### config.mk
export PLATFORM = sky130hd
export DESIGN_NAME = net_frame_device_flat
export DESIGN_NICKNAME = d
export VERILOG_FILES = /design/src/rtl/net_frame_pkg.sv /design/src/rtl/net_frame_if.sv /design/src/rtl/net_frame_device.sv /design/src/flat_wrapper.sv
export VERILOG_INCLUDE_DIRS = /design/src /design/src/rtl
export SDC_FILE = /design/constraint.sdc
export NUM_CORES = 1
export LEC_CHECK = 0
export BUFFER_PORTS_ARGS = -buffer_cell sky130_fd_sc_hd__clkbuf_2
export CORE_MARGIN = 2
export CORE_UTILIZATION = 50
export DETAILED_ROUTE_END_ITERATION = 8
export PLACE_DENSITY_LB_ADDON = 0.08
export SYNTH_ARGS = -nofsm -noshare
export SYNTH_HDL_FRONTEND = slang
export SYNTH_SLANG_ARGS = --single-unit
### constraint.sdc
create_clock -name mclk -period 2.9 [get_ports mclk]
set_input_delay 0.435 -clock mclk [delete_from_list [all_inputs] [get_ports mclk]]
set_output_delay 0.435 -clock mclk [all_outputs]
set_load 0.005 [all_outputs]
### src/rtl/net_frame_map.svh
`ifndef NET_FRAME_MAP_SVH
`define NET_FRAME_MAP_SVH

// ==========================================================================
// Frame geometry, factory layout: 16-bit I/O slots, 32-byte frames
// ==========================================================================
`define NF_FRAME_BYTES  32
`define NF_AXES         8
`define NF_IO_BITS      16
`define NF_DATA_BYTES   4

// ==========================================================================
// Exchange command codes, byte 0 of both frames
// ==========================================================================
`define NF_CODE_FIRST   8'h50
`define NF_CODE_SECOND  8'h20

// ==========================================================================
// Printed byte numbers and the printed number of the first byte
// ==========================================================================
`define NF_BASE_FIRST   1
`define NF_BASE_SECOND  0
`define NF_SLOT_FIRST   7
`define NF_SLOT_SECOND  6
`define NF_RADR_FIRST   23
`define NF_RADR_SECOND  22
`define NF_CCODE_FIRST  25
`define NF_CCODE_SECOND 24
`define NF_DATA_FIRST   27
`define NF_DATA_SECOND  27
`define NF_DLEN_FIRST   4
`define NF_DLEN_SECOND  3

// ==========================================================================
// Fields of the 16-bit command code word
// ==========================================================================
`define NF_CODE_W       14
`define NF_EXEC_REQUEST_BIT     14
`define NF_STATUS_BIT   15

`endif

### src/rtl/net_frame_pkg.sv
`include "net_frame_map.svh"

package net_frame_pkg;

    // ======================================================================
    // Types
    // ======================================================================
    typedef enum logic {
        VAR_FIRST  = 1'b0,
        VAR_SECOND = 1'b1
    } variant_t;

    typedef enum logic [1:0] {
        DEV_RX   = 2'b00,
        DEV_EVAL = 2'b01,
        DEV_TX   = 2'b10
    } dev_state_t;

    typedef enum logic [1:0] {
        MST_IDLE = 2'b00,
        MST_TX   = 2'b01,
        MST_RX   = 2'b10,
        MST_EVAL = 2'b11
    } mst_state_t;

    typedef enum logic [1:0] {
        REG_IDLE  = 2'b00,
        REG_EXEC_REQUEST  = 2'b01,
        REG_CLEAR = 2'b10
    } reg_state_t;

endpackage : net_frame_pkg

### src/rtl/net_frame_if.sv
`timescale 1ns/1ps

// ==========================================================================
// Byte-wide frame link between master and converter end
// ==========================================================================
interface net_frame_if;
    logic       cmd_valid;
    logic       cmd_sof;
    logic [7:0] cmd_data;
    logic       rsp_valid;
    logic       rsp_sof;
    logic [7:0] rsp_data;

    modport dev (input cmd_valid, input cmd_sof, input cmd_data,
                 output rsp_valid, output rsp_sof, output rsp_data);
    modport mst (output cmd_valid, output cmd_sof, output cmd_data,
                 input rsp_valid, input rsp_sof, input rsp_data);
endinterface : net_frame_if

### src/rtl/net_frame_device.sv
`timescale 1ns/1ps
`include "net_frame_map.svh"


module net_frame_device
    import net_frame_pkg::*;
#(
    parameter variant_t VARIANT = VAR_FIRST
) (
    input  wire logic         mclk,
    input  wire logic         arst_n,
    net_frame_if.dev          link,
    output logic [127:0]      io_in_words_ff,
    output logic              io_update_ff,
    input  wire logic [127:0] io_out_words,
    output logic              reg_req_ff,
    output logic [15:0]       reg_axis_ff,
    output logic [13:0]       reg_code_ff,
    output logic [31:0]       reg_wdata_ff,
    input  wire logic         reg_ack,
    input  wire logic         reg_status,
    input  wire logic [31:0]  reg_rdata,
    output logic              reg_busy_ff,
    output logic              bad_frame_ff
);
    // ======================================================================
    // Variant geometry, as frame indices from the first byte
    // ======================================================================
    localparam int BASE = (VARIANT == VAR_FIRST) ? `NF_BASE_FIRST : `NF_BASE_SECOND;
    localparam logic [7:0] CODE = (VARIANT == VAR_FIRST) ? `NF_CODE_FIRST : `NF_CODE_SECOND;
    localparam logic [4:0] SLOT = 5'(((VARIANT == VAR_FIRST) ? `NF_SLOT_FIRST : `NF_SLOT_SECOND) - BASE);
    localparam logic [4:0] RADR = 5'(((VARIANT == VAR_FIRST) ? `NF_RADR_FIRST : `NF_RADR_SECOND) - BASE);
    localparam logic [4:0] CCOD = 5'(((VARIANT == VAR_FIRST) ? `NF_CCODE_FIRST : `NF_CCODE_SECOND) - BASE);
    localparam logic [4:0] DATA = 5'(((VARIANT == VAR_FIRST) ? `NF_DATA_FIRST : `NF_DATA_SECOND) - BASE);
    localparam int DLEN = (VARIANT == VAR_FIRST) ? `NF_DLEN_FIRST : `NF_DLEN_SECOND;

    // Layout only holds for the factory frame size and slot width
    if (`NF_FRAME_BYTES != 32 || `NF_IO_BITS != 16 || DLEN > `NF_DATA_BYTES) begin : g_bad_layout
        $error("net_frame_device: unsupported frame layout");
    end

    dev_state_t  st_ff;
    logic [4:0]  cnt_ff;
    logic [7:0]  rx_ff [`NF_FRAME_BYTES];
    logic [4:0]  rx_idx;
    logic        exec_request_prev_ff;
    logic        done_ff;
    logic        status_ff;
    logic [31:0] rdata_ff;
    logic        rsp_valid_ff, rsp_sof_ff;
    logic [7:0]  rsp_data_ff, nxt_rsp_data;
    logic [15:0] cmd_cword;
    logic [15:0] cmd_axis;
    logic [31:0] cmd_wdata;
    logic        frame_ok;
    logic        exec_request_rise;

    assign link.rsp_valid = rsp_valid_ff;
    assign link.rsp_sof   = rsp_sof_ff;
    assign link.rsp_data  = rsp_data_ff;

    // ======================================================================
    // Command frame decode
    // ======================================================================
    assign rx_idx    = link.cmd_sof ? 5'd0 : cnt_ff;
    assign cmd_cword = {rx_ff[CCOD + 5'd1], rx_ff[CCOD]};
    assign cmd_axis  = {rx_ff[RADR + 5'd1], rx_ff[RADR]};
    assign frame_ok  = (rx_ff[0] == CODE);
    // Level alone never starts work; only a fresh 0-to-1 step does
    assign exec_request_rise = frame_ok && cmd_cword[`NF_EXEC_REQUEST_BIT] && !exec_request_prev_ff;

    // Little endian write data; bytes past the field length read as zero
    always_comb begin
        cmd_wdata = 32'h0;
        for (int k = 0; k < DLEN; k++) begin
            cmd_wdata[8*k +: 8] = rx_ff[DATA + 5'(k)];
        end
    end

    // Frame sequencing: collect 32 bytes, evaluate, answer 32 bytes when the code is right
    always_ff @(posedge mclk or negedge arst_n) begin
        if (!arst_n) begin
            st_ff        <= DEV_RX;
            cnt_ff       <= 5'd0;
            io_update_ff <= 1'b0;
            bad_frame_ff <= 1'b0;
            rsp_valid_ff <= 1'b0;
            rsp_sof_ff   <= 1'b0;
            rsp_data_ff  <= 8'h00;
        end else begin
            io_update_ff <= 1'b0;
            rsp_valid_ff <= 1'b0;
            rsp_sof_ff   <= 1'b0;
            case (st_ff)
                DEV_RX: begin
                    if (link.cmd_valid) begin
                        cnt_ff <= rx_idx + 5'd1;
                        if (rx_idx == 5'(`NF_FRAME_BYTES - 1)) begin
                            st_ff <= DEV_EVAL;
                        end
                    end
                end
                DEV_EVAL: begin
                    // Foreign codes get no answer so the master cannot mistake them
                    bad_frame_ff <= !frame_ok;
                    io_update_ff <= frame_ok;
                    cnt_ff       <= 5'd0;
                    st_ff        <= frame_ok ? DEV_TX : DEV_RX;
                end
                DEV_TX: begin
                    rsp_valid_ff <= 1'b1;
                    rsp_sof_ff   <= (cnt_ff == 5'd0);
                    rsp_data_ff  <= nxt_rsp_data;
                    cnt_ff       <= cnt_ff + 5'd1;
                    if (cnt_ff == 5'(`NF_FRAME_BYTES - 1)) begin
                        st_ff <= DEV_RX;
                    end
                end
                default: st_ff <= DEV_RX;
            endcase
        end
    end

    // Command bytes; storage only, reserved bytes are kept but never read
    always_ff @(posedge mclk) begin
        if (st_ff == DEV_RX && link.cmd_valid) begin
            rx_ff[rx_idx] <= link.cmd_data;
        end
    end

    // Input words per axis, taken only from frames with the right code
    for (genvar a = 0; a < `NF_AXES; a++) begin : g_io
        always_ff @(posedge mclk or negedge arst_n) begin
            if (!arst_n) begin
                io_in_words_ff[16*a +: 16] <= 16'h0000;
            end else if (st_ff == DEV_EVAL && frame_ok) begin
                io_in_words_ff[16*a +: 16] <= {rx_ff[SLOT + 5'(2*a + 1)], rx_ff[SLOT + 5'(2*a)]};
            end
        end
    end

    // ======================================================================
    // Register transaction
    // ======================================================================
    always_ff @(posedge mclk or negedge arst_n) begin
        if (!arst_n) begin
            exec_request_prev_ff <= 1'b0;
            reg_req_ff   <= 1'b0;
            reg_busy_ff  <= 1'b0;
            reg_axis_ff  <= 16'h0000;
            reg_code_ff  <= 14'h0000;
            reg_wdata_ff <= 32'h0;
        end else begin
            reg_req_ff <= 1'b0;
            if (st_ff == DEV_EVAL && frame_ok) begin
                exec_request_prev_ff <= cmd_cword[`NF_EXEC_REQUEST_BIT];
                if (exec_request_rise) begin
                    reg_req_ff   <= 1'b1;
                    reg_busy_ff  <= 1'b1;
                    reg_axis_ff  <= cmd_axis;
                    reg_code_ff  <= cmd_cword[`NF_CODE_W-1:0];
                    reg_wdata_ff <= cmd_wdata;
                end
            end
            if (reg_ack) begin
                reg_busy_ff <= 1'b0;
            end
        end
    end

    // Completion flag: an ack beats a same-cycle clear by a dropped request
    always_ff @(posedge mclk or negedge arst_n) begin
        if (!arst_n) begin
            done_ff   <= 1'b0;
            status_ff <= 1'b0;
            rdata_ff  <= 32'h0;
        end else if (reg_ack && reg_busy_ff) begin
            done_ff   <= 1'b1;
            status_ff <= reg_status;
            rdata_ff  <= reg_rdata;
        end else if (st_ff == DEV_EVAL && frame_ok && !cmd_cword[`NF_EXEC_REQUEST_BIT]) begin
            done_ff <= 1'b0;
        end
    end

    // ======================================================================
    // Response byte for the position now being sent
    // ======================================================================
    always_comb begin
        nxt_rsp_data = 8'h00;
        if (cnt_ff == 5'd0) begin
            nxt_rsp_data = CODE;
        end else if (cnt_ff >= SLOT && cnt_ff < SLOT + 5'd16) begin
            nxt_rsp_data = io_out_words[8*(cnt_ff - SLOT) +: 8];
        end else if (cnt_ff == RADR || cnt_ff == RADR + 5'd1) begin
            nxt_rsp_data = rx_ff[cnt_ff];
        end else if (cnt_ff == CCOD) begin
            nxt_rsp_data = rx_ff[CCOD];
        end else if (cnt_ff == CCOD + 5'd1) begin
            // Result and done ride above the echoed upper code bits
            nxt_rsp_data = {status_ff & done_ff, done_ff, rx_ff[CCOD + 5'd1][5:0]};
        end else if (cnt_ff >= DATA && cnt_ff < DATA + 5'(DLEN)) begin
            nxt_rsp_data = rdata_ff[8*(cnt_ff - DATA) +: 8];
        end
    end

endmodule : net_frame_device

### src/flat_wrapper.sv
// flat-port wrapper written by rule: the top's interface ports become plain ports
module net_frame_device_flat import net_frame_pkg::*;
#(
    parameter variant_t VARIANT = VAR_FIRST
)
  (mclk, arst_n, io_in_words_ff, io_update_ff, io_out_words, reg_req_ff, reg_axis_ff, reg_code_ff, reg_wdata_ff, reg_ack, reg_status, reg_rdata, reg_busy_ff, bad_frame_ff, link_cmd_valid, link_cmd_sof, link_cmd_data, link_rsp_valid, link_rsp_sof, link_rsp_data);
  net_frame_if link_i ();
  input  wire logic mclk;
  input  wire logic arst_n;
  output logic [127:0] io_in_words_ff;
  output logic io_update_ff;
  input  wire logic [127:0] io_out_words;
  output logic reg_req_ff;
  output logic [15:0] reg_axis_ff;
  output logic [13:0] reg_code_ff;
  output logic [31:0] reg_wdata_ff;
  input  wire logic reg_ack;
  input  wire logic reg_status;
  input  wire logic [31:0] reg_rdata;
  output logic reg_busy_ff;
  output logic bad_frame_ff;
  input wire logic [$bits(link_i.cmd_valid)-1:0] link_cmd_valid;
  input wire logic [$bits(link_i.cmd_sof)-1:0] link_cmd_sof;
  input wire logic [$bits(link_i.cmd_data)-1:0] link_cmd_data;
  output wire logic [$bits(link_i.rsp_valid)-1:0] link_rsp_valid;
  output wire logic [$bits(link_i.rsp_sof)-1:0] link_rsp_sof;
  output wire logic [$bits(link_i.rsp_data)-1:0] link_rsp_data;
  assign link_i.cmd_valid = link_cmd_valid;
  assign link_i.cmd_sof = link_cmd_sof;
  assign link_i.cmd_data = link_cmd_data;
  assign link_rsp_valid = link_i.rsp_valid;
  assign link_rsp_sof = link_i.rsp_sof;
  assign link_rsp_data = link_i.rsp_data;
  net_frame_device #(.VARIANT(VARIANT)) u_core (.mclk(mclk), .arst_n(arst_n), .link(link_i), .io_in_words_ff(io_in_words_ff), .io_update_ff(io_update_ff), .io_out_words(io_out_words), .reg_req_ff(reg_req_ff), .reg_axis_ff(reg_axis_ff), .reg_code_ff(reg_code_ff), .reg_wdata_ff(reg_wdata_ff), .reg_ack(reg_ack), .reg_status(reg_status), .reg_rdata(reg_rdata), .reg_busy_ff(reg_busy_ff), .bad_frame_ff(bad_frame_ff));
endmodule
==> flow_summary.yaml <==
synthesis:
  yosys.area.top_type: "edfxtp_1"
  seq_area_frac_synth: 0.677
  synthesis.area_um2: 18200
  synth_warnings: 0
  yosysUniqueCellTypes: 54
  ys_seq_elements: 452
  netlist.area_leader.share: 0.339
  syn_nets: 1523
  synth.avg_cell_area_um2: 13.6
  synth_cells: 1345
  synth_edf_count: 206
  synth_area_leaders: "edfxtp_1, dfrtp_1, nand2_1"
  ys.flop_type: "dfrtp_1"
  synthArstFlopShare: 0.544
detailed_routing:
  drc_errors: 0
  drtIter0Drc: 938
  postRouteAntennaNets: 0
  vias_per_cell: 5.50
  wl_um: 50400
  vias: 12300
  wire_per_inst_um: 22.5
  drtPass1Iterations: 5
worst_setup_path:
  worstSetupPathType: "reg2reg"
  worstPathArrival_ps: 2920
  reg2reg_depth: 7
  end_kind: "register"
  crit_path_max_fanout: 13
  r2r_end: "u_core.link.rsp_data[0]"
  r2r_slack_ps: 420
  startpoint: "u_core.cnt_ff[1]"
  crit_end: "u_core.link.rsp_data[0]"
  cp.required_ps: 3340
  cp-start-kind: "register"
  r2r_start: "u_core.cnt_ff[1]"
timing:
  rsz0062_at_grt: "no"
  clock.fmax_mhz: 403
  tightest_slew_ps: 969
  fin_crit_ps: 2480
  hold-worst-slack_ps: 37.5
  worst_clock_skew_ps: 16.6
  tns_ps: 0
  setup_viol: 0
  final-max-slew-violation-count: 0
  fin_crit_sh: 0.855
  relSlewSlack: 0.354
  hold_viol_final: 0
pwr:
  internal-power_uw: 10500
  p_sw_uw: 3410
  p_seq_frac: 0.492
  combPwrFrac: 0.113
  power.density_nw_per_um2: 626
  switching_share: 0.245
  p_leak_uw: 0.0105
  peakVddDrop_uv: 461
  p_clk_frac: 0.395
clocking:
  cts_tree: "yes"
  cts.sinks: 452
  path_clk_slew_ps: 60
  cts_resized: 0
  htree_levels: 2
  root_buffer: "clkbuf_16"
  numCtsBuffers: 47
  insertion_delay_ps: 570
  clk_path_buf_depth: 3
  post_cts_buffers: 0
  holdBufCountCts: 1
final_layout:
  syn_to_final_growth_pct: 21.8
  fillers: 2868
  design_area_um2: 22200
  final_cell_mix: "nand2_1, clkbuf_2, dfrtp_1"
  final_core_util: 0.621
  layout_commonest_cell: "nand2_1"
  drive_gt1_frac: 0.331
  fin_nets: 1922
min_path:
  min_path_type: "in2reg"
floorplanning:
  row_count: 69
  dieHeight_um: 195
  die_w_um: 195
  core-area_um2: 35700
  pin_count: 378
  start_util: 0.510
  die_area_um2: 38000
placed_design:
  gp_congestion: 0.889
  place_area_um2: 20800
  port_buffers: 377
  hpwl_um: 34500
grt:
  overflow: 0
  grt_pass1_vias: 12300
  grt_max_degree: 133
  antenna_found_initial: 2
  grt_util_all_layers: 0.266
  grt_pass1_wl_um: 76100
run_status:
  outcome: "complete, no violations"
job:
  cap_violations: 0
state kept, by name (all words and copies together), names as in the netlist:
signal                       flops
u_core.io_update_ff              1
u_core.reg_wdata_ff             32
u_core.st_ff                     2
u_core.link.rsp_data             8
u_core.reg_req_ff                1
u_core.link.rsp_sof              1
u_core.reg_busy_ff               1
u_core.exec_request_prev_ff      1
u_core.rdata_ff                 32
u_core.reg_axis_ff              16
u_core.io_in_words_ff          128
u_core.cnt_ff                    5
u_core.bad_frame_ff              1
u_core.done_ff                   1
u_core.rx_ff                   206
u_core.reg_code_ff              14
u_core.link.rsp_valid            1
u_core.status_ff                 1
power by group through the flow:
stage	Sequential, uW	Combinational (uW)	Clock, uW
global route	6840	1680	5850
detailed placement	6960	1570	0
finish	6840	1570	5500
CTS	6830	1580	5610
global placement	6960	1560	0
floorplan	6930	941	0
layer usage:
| metal | vias to the layer above | GRT usage | part of all wire |
|---|---|---|---|
| met3 | 66 | 0.0501 | 0.067 |
| li1 | 5541 | - | - |
| met4 | 2 | 0.0715 | 0.018 |
| met5 | - | 0 | 0.00030 |
| met1 | 6271 | 0.405 | 0.45 |
| met2 | 455 | 0.397 | 0.46 |
final cells by class:
cell class | instances | area, um2 | share of cell area
diodes | 1 | 2.50 | 0.000113
flip-flops and latches | 452 | 12300 | 0.556
inverters | 15 | 58.8 | 0.00265
clock inverters | 14 | 93.8 | 0.00422
multi-input cells | 803 | 5490 | 0.247
repair buffers | 425 | 2370 | 0.107
clock buffers | 73 | 1270 | 0.0573
well taps | 461 | 577 | 0.0260
worst max-delay path, stage by stage, from the launching register on:
cell and delay (ps):
dfrtp_4 430, clkinv_1 90, ha_1 450, buf_4 300, nor2b_1 380, a21oi_1 170, a311oi_1 430, o31ai_1 100
synthesized netlist by cell type, drive strengths merged, types with 7 or more instances:
library cell,number
o21ai,12
mux2i,22
o31ai,7
clkbuf,47
a21oi,15
inv,14
nor3,7
nand3,10
edfxtp,206
nor2,48
nand2,416
mux4,58
nor2b,17
mux2,96
o21a,7
dfrtp,246
a211oi,13
o22ai,10
nand2b,9
buf,28
cell families after synthesis:
logic type,after synthesis,synth area share
buffers and inverters,90,0.0232
AOI/OAI and AO/OA,98,0.0373
adders and majority gates,4,0.00274
and+or+nand+nor,523,0.116
xor gates and xnor gates,2,0.000961
muxes,176,0.143
DFF,452,0.677
per-stage QoR:
step	setup slack (ps)	total power [uW]	cells
6_report	420	13900	2244
5_1_grt	281	14400	2243
4_1_cts	377	14000	2243
3_5_place_dp	388	8530	2155
3_3_place_gp	441	8520	2155
2_1_floorplan	321	7870	1345
worst min path at each step:
stage | start | cells past startpoint | endpoint
2_1_floorplan | arst_n | 0 | u_core.bad_frame_ff
3_3_place_gp | u_core.rx_ff[8][5] | 2 | u_core.io_in_words_ff[21]
3_5_place_dp | u_core.rx_ff[8][7] | 2 | u_core.io_in_words_ff[23]
4_1_cts | reg_ack | 2 | u_core.reg_busy_ff
5_1_grt | reg_ack | 2 | u_core.reg_busy_ff
6_report | reg_ack | 2 | u_core.reg_busy_ff
(Power assumes the default switching activity.)
